<file path="src/logic/mat_pkg.sv">
// constants and types for the operand addressing and cycle timing sequencer
package mat_pkg;

    // ****************************************************************
    // memory spaces and access kinds
    // ****************************************************************
    typedef enum logic [2:0]
    {
        SP_NONE,
        SP_IRAM,
        SP_SFR,
        SP_EXTENDED_RAM,
        SP_CODE
    } mat_space_e;

    typedef enum logic [1:0]
    {
        AK_NONE,
        AK_XRD,
        AK_XWR,
        AK_CODE
    } mat_access_e;

    // ****************************************************************
    // address map and sizes
    // ****************************************************************
    localparam int          EXTENDED_RAM_DEPTH    = 256;
    localparam int          EXTENDED_RAM_AW       = 8;
    localparam logic [7:0]  UPPER_HALF    = 8'h80;

    // ****************************************************************
    // opcodes and low-nibble operand forms
    // ****************************************************************
    localparam logic [7:0]  OP_INC_DATA_POINTER   = 8'ha3;
    localparam logic [7:0]  OP_MUL        = 8'ha4;
    localparam logic [7:0]  OP_DIV        = 8'h84;
    localparam logic [7:0]  OP_XRD_DATA_POINTER   = 8'he0;
    localparam logic [7:0]  OP_XWR_DATA_POINTER   = 8'hf0;
    localparam logic [6:0]  OP_XRD_RI     = 7'h71;
    localparam logic [6:0]  OP_XWR_RI     = 7'h79;
    localparam logic [7:0]  OP_CODE_DATA_POINTER  = 8'h93;
    localparam logic [7:0]  OP_CODE_PC    = 8'h83;
    localparam logic [3:0]  HI_INC        = 4'h0;
    localparam logic [3:0]  HI_DEC        = 4'h1;
    localparam logic [3:0]  HI_ADD        = 4'h2;
    localparam logic [3:0]  HI_ADD_WITH_CARRY       = 4'h3;
    localparam logic [3:0]  HI_OR         = 4'h4;
    localparam logic [3:0]  HI_AND        = 4'h5;
    localparam logic [3:0]  HI_XOR        = 4'h6;
    localparam logic [3:0]  HI_SUBTRACT_WITH_BORROW       = 4'h9;
    localparam logic [3:0]  LO_DIR_ACC    = 4'h2;
    localparam logic [3:0]  LO_DIR_IMM    = 4'h3;
    localparam logic [3:0]  LO_IMM        = 4'h4;
    localparam logic [3:0]  LO_DIR        = 4'h5;

    // ****************************************************************
    // byte and cycle counts
    // ****************************************************************
    localparam logic [1:0]  BYTES_1       = 2'd1;
    localparam logic [1:0]  BYTES_2       = 2'd2;
    localparam logic [1:0]  BYTES_3       = 2'd3;
    localparam logic [3:0]  CYC_1         = 4'd1;
    localparam logic [3:0]  CYC_2         = 4'd2;
    localparam logic [3:0]  CYC_3         = 4'd3;
    localparam logic [3:0]  CYC_EXT       = 4'd4;
    localparam logic [3:0]  CYC_MULDIV    = 4'd9;
    localparam logic [3:0]  CNT_RESET     = 4'd0;
    localparam logic [3:0]  CNT_MEM_ISSUE = 4'd1;
    localparam logic [3:0]  CNT_MEM_TAKE  = 4'd2;

endpackage : mat_pkg

</file>
<file path="src/logic/mat_extended_ram.sv">
// 256 x 8 extended RAM with registered read data
`timescale 1ns/1ps
module mat_extended_ram
(
    input  wire logic                         i_clk,
    input  wire logic                         i_we,
    input  wire logic [mat_pkg::EXTENDED_RAM_AW-1:0]  i_addr,
    input  wire logic [7:0]                   i_wdata,
    output logic      [7:0]                   o_rdata
);

    logic [7:0] mem_q [mat_pkg::EXTENDED_RAM_DEPTH];
    logic [7:0] rdata_q;

    // write port and registered read port
    always_ff @(posedge i_clk)
    begin
        if (i_we)
        begin
            mem_q[i_addr] <= i_wdata;
        end
        rdata_q <= mem_q[i_addr];
    end

    assign o_rdata = rdata_q;

endmodule : mat_extended_ram

</file>
<file path="src/logic/mat_sequencer.sv">
// operand addressing decode, extended RAM and per-instruction cycle sequencer
`timescale 1ns/1ps
module mat_sequencer
(
    input  wire logic                 i_clk,
    input  wire logic                 i_nrst,
    input  wire logic                 i_start,
    input  wire logic [7:0]           i_opcode,
    input  wire logic [7:0]           i_dir_addr,
    input  wire logic [7:0]           i_acc,
    input  wire logic [15:0]          i_data_pointer,
    input  wire logic [7:0]           i_pointer_work_reg,
    input  wire logic [15:0]          i_pc,
    input  wire logic [7:0]           i_code_data,
    output mat_pkg::mat_space_e       o_space,
    output logic      [15:0]          o_mem_addr,
    output logic      [1:0]           o_instr_bytes,
    output logic      [3:0]           o_instr_cycles,
    output logic      [3:0]           o_cycle_cnt,
    output logic                      o_busy,
    output logic                      o_done,
    output logic                      o_unknown,
    output logic                      o_code_rd,
    output logic      [15:0]          o_code_addr,
    output logic      [7:0]           o_rd_data,
    output logic                      o_ext_bus_req
);

    // ****************************************************************
    // decode of the presented opcode
    // ****************************************************************
    mat_pkg::mat_space_e  dec_space;
    mat_pkg::mat_access_e dec_access;
    logic [15:0]          dec_addr;
    logic [1:0]           dec_bytes;
    logic [3:0]           dec_cycles;
    logic                 dec_unknown;
    logic                 dec_indirect;
    logic [3:0]           hi;
    logic [3:0]           lo;

    assign hi = i_opcode[7:4];
    assign lo = i_opcode[3:0];

    // classify opcode into bytes, cycles, memory space and address
    always_comb
    begin
        dec_space    = mat_pkg::SP_NONE;
        dec_access   = mat_pkg::AK_NONE;
        dec_addr     = 16'h0000;
        dec_bytes    = mat_pkg::BYTES_1;
        dec_cycles   = mat_pkg::CYC_1;
        dec_unknown  = 1'b0;
        dec_indirect = 1'b0;
        if (i_opcode == mat_pkg::OP_MUL || i_opcode == mat_pkg::OP_DIV)
        begin
            dec_cycles = mat_pkg::CYC_MULDIV;
        end
        else if (i_opcode == mat_pkg::OP_INC_DATA_POINTER)
        begin
            dec_cycles = mat_pkg::CYC_3;
        end
        else if (i_opcode == mat_pkg::OP_XRD_DATA_POINTER || i_opcode == mat_pkg::OP_XWR_DATA_POINTER)
        begin
            dec_space  = mat_pkg::SP_EXTENDED_RAM;
            dec_access = (i_opcode == mat_pkg::OP_XRD_DATA_POINTER) ? mat_pkg::AK_XRD : mat_pkg::AK_XWR;
            dec_addr   = {8'h00, i_data_pointer[7:0]};
            dec_cycles = mat_pkg::CYC_EXT;
        end
        else if (i_opcode[7:1] == mat_pkg::OP_XRD_RI || i_opcode[7:1] == mat_pkg::OP_XWR_RI)
        begin
            dec_space  = mat_pkg::SP_EXTENDED_RAM;
            dec_access = (i_opcode[7:1] == mat_pkg::OP_XRD_RI) ? mat_pkg::AK_XRD
                                                                : mat_pkg::AK_XWR;
            dec_addr   = {8'h00, i_pointer_work_reg};
            dec_cycles = mat_pkg::CYC_EXT;
        end
        else if (i_opcode == mat_pkg::OP_CODE_DATA_POINTER || i_opcode == mat_pkg::OP_CODE_PC)
        begin
            dec_space  = mat_pkg::SP_CODE;
            dec_access = mat_pkg::AK_CODE;
            dec_addr   = ((i_opcode == mat_pkg::OP_CODE_DATA_POINTER) ? i_data_pointer : i_pc)
                         + {8'h00, i_acc};
            dec_cycles = mat_pkg::CYC_EXT;
        end
        else if (hi == mat_pkg::HI_INC || hi == mat_pkg::HI_DEC || hi == mat_pkg::HI_ADD
                 || hi == mat_pkg::HI_ADD_WITH_CARRY || hi == mat_pkg::HI_SUBTRACT_WITH_BORROW
                 || hi == mat_pkg::HI_OR || hi == mat_pkg::HI_AND || hi == mat_pkg::HI_XOR)
        begin
            if (lo[3])
            begin
                // register operand lives in the internal RAM register bank
                dec_space  = mat_pkg::SP_IRAM;
                dec_cycles = mat_pkg::CYC_1;
            end
            else if (lo[3:1] == 3'b011)
            begin
                dec_space    = mat_pkg::SP_IRAM;
                dec_addr     = {8'h00, i_pointer_work_reg};
                dec_indirect = 1'b1;
                dec_cycles   = mat_pkg::CYC_2;
            end
            else if (lo == mat_pkg::LO_DIR)
            begin
                dec_space  = (i_dir_addr >= mat_pkg::UPPER_HALF) ? mat_pkg::SP_SFR
                                                                  : mat_pkg::SP_IRAM;
                dec_addr   = {8'h00, i_dir_addr};
                dec_bytes  = mat_pkg::BYTES_2;
                dec_cycles = mat_pkg::CYC_2;
            end
            else if (lo == mat_pkg::LO_IMM)
            begin
                // inc and dec use this slot for the accumulator form
                if (hi == mat_pkg::HI_INC || hi == mat_pkg::HI_DEC)
                begin
                    dec_cycles = mat_pkg::CYC_1;
                end
                else
                begin
                    dec_bytes  = mat_pkg::BYTES_2;
                    dec_cycles = mat_pkg::CYC_2;
                end
            end
            else if ((lo == mat_pkg::LO_DIR_ACC || lo == mat_pkg::LO_DIR_IMM)
                     && (hi == mat_pkg::HI_OR || hi == mat_pkg::HI_AND || hi == mat_pkg::HI_XOR))
            begin
                dec_space  = (i_dir_addr >= mat_pkg::UPPER_HALF) ? mat_pkg::SP_SFR
                                                                  : mat_pkg::SP_IRAM;
                dec_addr   = {8'h00, i_dir_addr};
                dec_bytes  = (lo == mat_pkg::LO_DIR_IMM) ? mat_pkg::BYTES_3 : mat_pkg::BYTES_2;
                dec_cycles = (lo == mat_pkg::LO_DIR_IMM) ? mat_pkg::CYC_3
                                                         : mat_pkg::CYC_2;
            end
            else
            begin
                dec_unknown = 1'b1;
            end
        end
        else
        begin
            dec_unknown = 1'b1;
        end
    end

    // ****************************************************************
    // cycle sequencer
    // ****************************************************************
    mat_pkg::mat_space_e  space_q, space_d;
    mat_pkg::mat_access_e access_q, access_d;
    logic [15:0]          addr_q, addr_d;
    logic [1:0]           bytes_q, bytes_d;
    logic [3:0]           cycles_q, cycles_d;
    logic [3:0]           cnt_q, cnt_d;
    logic                 busy_q, busy_d;
    logic                 done_q, done_d;
    logic                 unk_q, unk_d;
    logic                 ind_q, ind_d;
    logic                 code_rd_q, code_rd_d;
    logic [7:0]           wdata_q, wdata_d;
    logic [7:0]           rd_q, rd_d;
    logic                 accept;
    logic [7:0]           extended_ram_rdata;
    logic                 extended_ram_we;

    assign accept = i_start && (!busy_q || done_q);

    // next state: load on accept, count while busy, pulse done on the last cycle
    always_comb
    begin
        space_d   = space_q;
        access_d  = access_q;
        addr_d    = addr_q;
        bytes_d   = bytes_q;
        cycles_d  = cycles_q;
        unk_d     = unk_q;
        ind_d     = ind_q;
        wdata_d   = wdata_q;
        rd_d      = rd_q;
        cnt_d     = cnt_q;
        busy_d    = busy_q;
        done_d    = 1'b0;
        code_rd_d = 1'b0;
        if (accept)
        begin
            space_d   = dec_space;
            access_d  = dec_access;
            addr_d    = dec_addr;
            bytes_d   = dec_bytes;
            cycles_d  = dec_cycles;
            unk_d     = dec_unknown;
            ind_d     = dec_indirect;
            wdata_d   = i_acc;
            cnt_d     = mat_pkg::CNT_MEM_ISSUE;
            busy_d    = 1'b1;
            done_d    = (dec_cycles == mat_pkg::CYC_1);
            code_rd_d = (dec_access == mat_pkg::AK_CODE);
        end
        else if (busy_q && done_q)
        begin
            busy_d = 1'b0;
            cnt_d  = mat_pkg::CNT_RESET;
        end
        else if (busy_q)
        begin
            cnt_d  = cnt_q + 4'd1;
            done_d = ((cnt_q + 4'd1) == cycles_q);
            if (cnt_q == mat_pkg::CNT_MEM_TAKE)
            begin
                rd_d = (access_q == mat_pkg::AK_CODE) ? i_code_data : extended_ram_rdata;
            end
        end
    end

    // registers of the sequencer
    always_ff @(posedge i_clk or negedge i_nrst)
    begin
        if (!i_nrst)
        begin
            space_q   <= mat_pkg::SP_NONE;
            access_q  <= mat_pkg::AK_NONE;
            addr_q    <= 16'h0000;
            bytes_q   <= 2'd0;
            cycles_q  <= mat_pkg::CNT_RESET;
            cnt_q     <= mat_pkg::CNT_RESET;
            busy_q    <= 1'b0;
            done_q    <= 1'b0;
            unk_q     <= 1'b0;
            ind_q     <= 1'b0;
            code_rd_q <= 1'b0;
            wdata_q   <= 8'h00;
            rd_q      <= 8'h00;
        end
        else
        begin
            space_q   <= space_d;
            access_q  <= access_d;
            addr_q    <= addr_d;
            bytes_q   <= bytes_d;
            cycles_q  <= cycles_d;
            cnt_q     <= cnt_d;
            busy_q    <= busy_d;
            done_q    <= done_d;
            unk_q     <= unk_d;
            ind_q     <= ind_d;
            code_rd_q <= code_rd_d;
            wdata_q   <= wdata_d;
            rd_q      <= rd_d;
        end
    end

    // ****************************************************************
    // on-chip extended RAM, no external bus
    // ****************************************************************
    assign extended_ram_we = busy_q && (access_q == mat_pkg::AK_XWR)
                     && (cnt_q == mat_pkg::CNT_MEM_ISSUE);

    mat_extended_ram u_extended_ram
    (
        .i_clk   (i_clk),
        .i_we    (extended_ram_we),
        .i_addr  (addr_q[mat_pkg::EXTENDED_RAM_AW-1:0]),
        .i_wdata (wdata_q),
        .o_rdata (extended_ram_rdata)
    );

    // outputs straight from registers, external bus request tied low
    assign o_space        = space_q;
    assign o_mem_addr     = addr_q;
    assign o_instr_bytes  = bytes_q;
    assign o_instr_cycles = cycles_q;
    assign o_cycle_cnt    = cnt_q;
    assign o_busy         = busy_q;
    assign o_done         = done_q;
    assign o_unknown      = unk_q;
    assign o_code_rd      = code_rd_q;
    assign o_code_addr    = addr_q;
    assign o_rd_data      = rd_q;
    assign o_ext_bus_req  = 1'b0;
endmodule : mat_sequencer

</file>
<file path="config.mk">
export PLATFORM = sky130hd
export DESIGN_NAME = mat_sequencer
export DESIGN_NICKNAME = d
export VERILOG_FILES = /design/src/logic/mat_pkg.sv /design/src/logic/mat_extended_ram.sv /design/src/logic/mat_sequencer.sv
export SDC_FILE = /design/constraint.sdc
export NUM_CORES = 2
export LEC_CHECK = 0
export BUFFER_PORTS_ARGS = -buffer_cell sky130_fd_sc_hd__buf_4
export CAP_MARGIN = 20
export CELL_PAD_IN_SITES_DETAIL_PLACEMENT = 1
export CELL_PAD_IN_SITES_GLOBAL_PLACEMENT = 1
export CORE_MARGIN = 2
export CORE_UTILIZATION = 50
export CTS_CLUSTER_SIZE = 30
export DETAILED_ROUTE_END_ITERATION = 8
export GPL_ROUTABILITY_DRIVEN = 0
export MAX_ROUTING_LAYER = met4
export PLACE_DENSITY = 0.81
export SLEW_MARGIN = 5
export SYNTH_ARGS = -nofsm -noshare
export SYNTH_HDL_FRONTEND = slang
export SYNTH_SLANG_ARGS = --single-unit
</file>
<file path="constraint.sdc">
create_clock -name i_clk -period 4.2 [get_ports i_clk]
set_input_delay 1.05 -clock i_clk [delete_from_list [all_inputs] [get_ports i_clk]]
set_output_delay 1.05 -clock i_clk [all_outputs]
set_load 0.005 [all_outputs]
</file>
**After elaboration in Yosys (flattened, before gate mapping)**

Memories as Yosys holds them, arrays and structs flattened. A register that Yosys moved wholly into a read port is not among the register bits.
Index checks and enable logic that the tools add are counted.

- $add $sub $neg: 2
- Magnitude comparators: 1
- Equality and inequality tests: 28
- Muxes and demuxes: 80
- Bitwise logic cells: 2
- Reductions and logical operators: 25

Operator list:

| cell | number |
|---|---|
| $mux 16 | 6 |
| $eq 8x8->1 const B | 7 |
| $mux 2 | 28 |
| $mux 8 | 7 |
| $mux 4 | 13 |
| $mux 1 | 21 |
| $eq 4x2->1 const B | 5 |
| $eq 4x3->1 const B | 5 |
| $add 16x8->16 | 1 |
| $logic_or 1x1->1 | 15 |
| $mux 3 | 5 |
| $eq 7x7->1 const B | 2 |
| $eq 4x1->1 const B | 3 |
| $ge 8x8->1 const B | 1 |
| $eq 2x2->1 const B | 3 |
| $logic_and 1x1->1 | 5 |
| $add 4x1->4 const B | 1 |
| $eq 4x4->1 | 1 |
| $eq 4x4->1 const B | 1 |
| $logic_not 4->1 | 1 |
| $reduce_and 4->1 | 1 |
| $eq 3x2->1 const B | 1 |
| $reduce_bool 3->1 | 1 |
| $not 1->1 | 2 |
| other kinds (2) | 2 |

- Flip-flop bits (word level): 51
- Bits in writable memories: 2048
- Bits of input ports: 75
- Output and inout bits: 58
- Word-level logic and storage cells: 151
- Memories: 1

Memory list:

| name | words | width | rd ports | clocked after memory_dff | wr ports | RTL line | text |
|---|---|---|---|---|---|---|---|
| u_extended_ram.mem_q | 256 | 8 | 1 | 1 | 1 | mat_extended_ram.sv:12 | `logic [7:0] mem_q [mat_pkg::EXTENDED_RAM_DEPTH];` |

**Logic depth before layout (Yosys ltp)**

- Depth after elaboration: 17
- Depth in mapped cells: 16
- Gate-level depth less buffers: 13

**Hierarchy**

Synthesis repeated with hierarchy kept, for this count alone.

- Cell total of the unflattened synthesis: 3967
- Area total of the unflattened synthesis: 82091.2 sq um

Modules (own cells, without submodules):

| module | instances | cells an instance | area an instance (sq um) | sequential area each (sq um) |
|---|---|---|---|---|
| mat_extended_ram | 1 | 3547 | 78492.8 | 61659.1 |
| mat_sequencer | 1 | 420 | 3598.5 | 1276.2 |

**Worst setup path after synthesis**

OpenSTA, ideal clock, no wires.

- Kind: input -> register
- Start: in i_opcode[3]
- End: reg addr_q[15] (netlist: o_code_addr[15])
- Setup time: 122 ps
- Arrival: 4243 ps
- Data required time: 4078 ps
- Setup slack: -165 ps
- Stages on the path: 14
- Buffers on the path: 3
- Cells stage by stage: buf_2 -> and4bb_1 -> nand3_1 -> buf_2 -> buf_2 -> mux2_2 -> ha_1 -> a21o_1 -> a21oi_1 -> o21a_1 -> o21ai_0 -> a31oi_1 -> or4_1 -> a32o_1

- Longest elaborated chain between the ends: 8
- Elaborated cells between the ends (all ways): 20
- Classes of those cells: 1 x add/sub; 9 x eq/ne; 6 x mux; 4 x reduce/logical

Ends and longest elaborated chain:

| item | RTL line | text |
|---|---|---|
| from (decl) | mat_sequencer.sv:8 | `input wire logic [7:0] i_opcode,` |
| $eq 8x8->1 | mat_sequencer.sv:78, mat_sequencer.sv:82 |  |
| $mux 16 | mat_sequencer.sv:82 | `dec_addr = ((i_opcode == mat_pkg::OP_CODE_DATA_POINTER) ? i_data_pointer : i_pc)` |
| $add 16x8->16 | mat_sequencer.sv:83 | `+ {8'h00, i_acc};` |
| $mux 16 | mat_sequencer.sv:78 | `else if (i_opcode == mat_pkg::OP_CODE_DATA_POINTER \|\| i_opcode == mat_pkg::OP_CODE_PC)` |
| $mux 16 | mat_sequencer.sv:70 | `else if (i_opcode[7:1] == mat_pkg::OP_XRD_RI \|\| i_opcode[7:1] == mat_pkg::OP_XWR_RI)` |
| $mux 16 | mat_sequencer.sv:63 | `else if (i_opcode == mat_pkg::OP_XRD_DATA_POINTER \|\| i_opcode == mat_pkg::OP_XWR_DATA_POINTER)` |
| $mux 16 | mat_sequencer.sv:59 | `else if (i_opcode == mat_pkg::OP_INC_DATA_POINTER)` |
| $mux 16 (*) | mat_sequencer.sv:55 | `if (i_opcode == mat_pkg::OP_MUL \|\| i_opcode == mat_pkg::OP_DIV)` |
| to (signal assigned) | mat_sequencer.sv:237 | `addr_q <= addr_d;` |
| to (decl) | mat_sequencer.sv:150 | `logic [15:0] addr_q, addr_d;` |

Every way passes the cells marked *; elsewhere a longest branch is shown, timed or not.
A chain may end at the register's enable or synchronous reset.

==> reports/metrics.yaml <==
rsz0062_at_grt: "false"
worst_slack_ps: 384
nNetsFinal: 4462
fin_crit_sh: 0.909
cap_violations: 0
clk_pin_slew_worst_paths_ps: 70
cts_hold_buf: 0
hold_slack_ps: 247
overflow: 0
place_hpwl_mm: 143
cts_sinks: 2107
syn-num-nets: 3960
required_ps: 4870
hp-class: "input port to async pin"
dieWidth_um: 409
antenna_found_initial: 5
grt_pass1_vias: 47000
clk_latency_ps: 850
timing_hold_violations_final: 0
grt_pass1_wl_mm: 352
cts_tree: "yes"
ys_seq_area_frac: 0.766
cts_root_buffer: "clkbuf_16"
start_util: 0.504
routedWlPerCell_um: 36.4
ir_worst_vdd_mv: 0.634
outcome: "finished, final reports clean"
vias_per_cell: 6.76
synth_area_sq_um: 82200
synth_flop_cell: "edfxtp_1"
cts_inserted_buffers: 198
fmax_ghz: 0.262
synth-edff-count: 2048
ys_types: 63
placed_cells: 6348
synth_seq_cells: 2107
cts_resized: 0
worstMarginPinSlew_ps: 1090
synth_cells: 3873
r2r_slack_ps: 380
cts_buffer_depth: 3
drc: 0
grt_max_degree: 157
drtPass1Iterations: 6
min_period_ps: 3820
worstSetupPathType: "flop to flop"
cts_setup_buffers: 0
placed_area_sq_um: 88300
worstPathMaxFanout: 31
worst_setup_path_start_kind: "flop"
io_buffers: 131
pre_cts_ws_ps: 64.4
p_leak_nw: 30.0
endpoint_kind: "flop"
grt_use_total: 0.302
dieArea_sq_um: 168000
relSlewSlack: 0.272
fin_worst_skew_ps: 45.1
cts_max_level: 4
p_per_area_nw_per_um2: 566
synthToLayoutAreaGrowth_pct: 15.3
final_core_util: 0.581
die_h_um: 409
core_sq_um: 163000
vias: 45400
ys.warnings.count: 0
final_cell_count_no_fill: 6725
syn_area_per_cell_sq_um: 21.2
ant_nets: 0
wirelength_mm: 245
design_area_sq_um: 94700
drive_gt1_frac: 0.310
io_pins: 133
drt_iter0_markers: 6933
critical_path_arrival_ps: 4490
async_flop_share: 0.0242
rows: 148
setup_viol: 0
final_max_slew_viol_count: 0
[sequential cells by signal, summed over array words and instances, names as in the netlist, 3 cells and up]
| register | count |
|---|---|
| u_extended_ram.mem_q | 2048 |
| o_code_addr | 16 |
| o_rd_data | 8 |
| u_extended_ram.o_rdata | 8 |
| wdata_q | 8 |
| o_cycle_cnt | 4 |
| o_instr_cycles | 4 |
| o_space | 3 |
[routing by layer]
| metal | vias up | GRT usage | wire (um) | share of wire |
|---|---|---|---|---|
| met1 | 23800 | 0.381 | 86300 | 0.35 |
| met5 | - | - | 0 | 0 |
| li1 | 17200 | - | - | - |
| met4 | 0 | 0.138 | 12800 | 0.052 |
| met2 | 3654 | 0.475 | 120000 | 0.49 |
| met3 | 719 | 0.0624 | 25600 | 0.10 |
[logic make-up (layout without fill, tap and decap cells)]
kind of cell             count (synthesis)  count (layout)  synth area share
AO/OA/AOI/OAI                          375             375            0.0329
XOR/XNOR                                12              12           0.00128
adder cells (fa/ha/maj)                 12              12           0.00192
buffers and inverters                  258             929            0.0163
flip-flops                            2107            2107             0.766
multiplexers                           600             600             0.155
other                                    1               7         0.0000456
AND/OR/NAND/NOR                        508             508            0.0266
[cell usage after synthesis, types with 7 or more instances]
master    number  area (sq um)
xor2_1         7          61.3
dfxtp_1        8           160
nand2_1      106           398
buf_6         22           248
dfrtp_1       51          1280
o22ai_1       29           181
mux4_2       539         12100
buf_4         34           255
a31oi_1        9          56.3
a221oi_1      42           368
o31ai_1        8          60.1
nor3_1        14          70.1
mux2_2        11           124
clkbuf_1     114           428
edfxtp_1    2048         61500
or3_1         10          62.6
buf_2         62           310
inv_1         12          45.0
o21ai_0       41           205
nor2_1       281          1050
nand3_1       39           195
nor2b_1       11          68.8
mux2i_1       50           500
buf_1         14          52.6
and2_1         7          43.8
ha_1          11           138
a22oi_1       93           698
a22o_1        50           438
a21oi_1       54           270
[placed cells by master (no fill, tap or decap), types with 11 or more instances in the layout]
| master | instances |
|---|---|
| edfxtp_1 | 2048 |
| buf_12 | 35 |
| o22ai_1 | 29 |
| mux2i_1 | 50 |
| o21ai_0 | 39 |
| a22o_1 | 50 |
| clkbuf_1 | 35 |
| dfrtp_1 | 39 |
| a22oi_1 | 93 |
| dfrtp_4 | 12 |
| ha_1 | 11 |
| inv_1 | 12 |
| a21oi_1 | 54 |
| a221oi_1 | 42 |
| mux4_2 | 539 |
| nand3_1 | 36 |
| clkinv_1 | 53 |
| buf_4 | 511 |
| bufinv_16 | 17 |
| nor2_1 | 280 |
| nor3_1 | 14 |
| nand2_1 | 102 |
| clkbuf_16 | 202 |
| clkinv_2 | 37 |
| mux2_2 | 11 |
[critical path: stages (launching register included)]
cell and delay (ps):
dfrtp_4 830, buf_12 290, buf_4 300, buf_4 240, mux4_2 330, mux4_2 490, a211oi_1 340, nand2_1 160
a31oi_1 410, o211ai_1 200
[power breakdown]
group | internal (mW) | leakage [nW] | switching [mW]
logic | 2.66 | 7.57 | 5.87
clock network | 9.96 | 3.13 | 8.14
registers | 26.1 | 19.3 | 0.985
[per-stage QoR]
stage               total power, mW  TNS [ps]
floorplan                      31.9     -17.3
global placement               35.0         0
detailed placement             35.6         0
CTS                            53.6         0
global route                   54.7         0
finish                         53.7         0
[worst paths after layout]
path,from,to,cells after the start
worst max-delay path,o_code_addr[1],u_extended_ram.o_rdata[2],9
worst min register to register,o_space[2],o_space[2],1
max in group asynchronous,i_nrst,wdata_q[2],1
worst min-delay path,i_nrst,o_code_addr[14],1
min in group i_clk,i_acc[5],wdata_q[5],3
worst max register to register,o_code_addr[1],u_extended_ram.o_rdata[2],9
[final cells by class]
type	count	area, sq um
diodes	6	15.0
clock buffers	241	5240
clock inverters	128	1170
fillers	13800	68200
inverters	12	45.0
multi-input cells	1508	18000
flip-flops and latches	2107	63000
well taps	2175	2720
repair buffers	548	4590
Note: power is estimated with default switching activity, not from simulation.
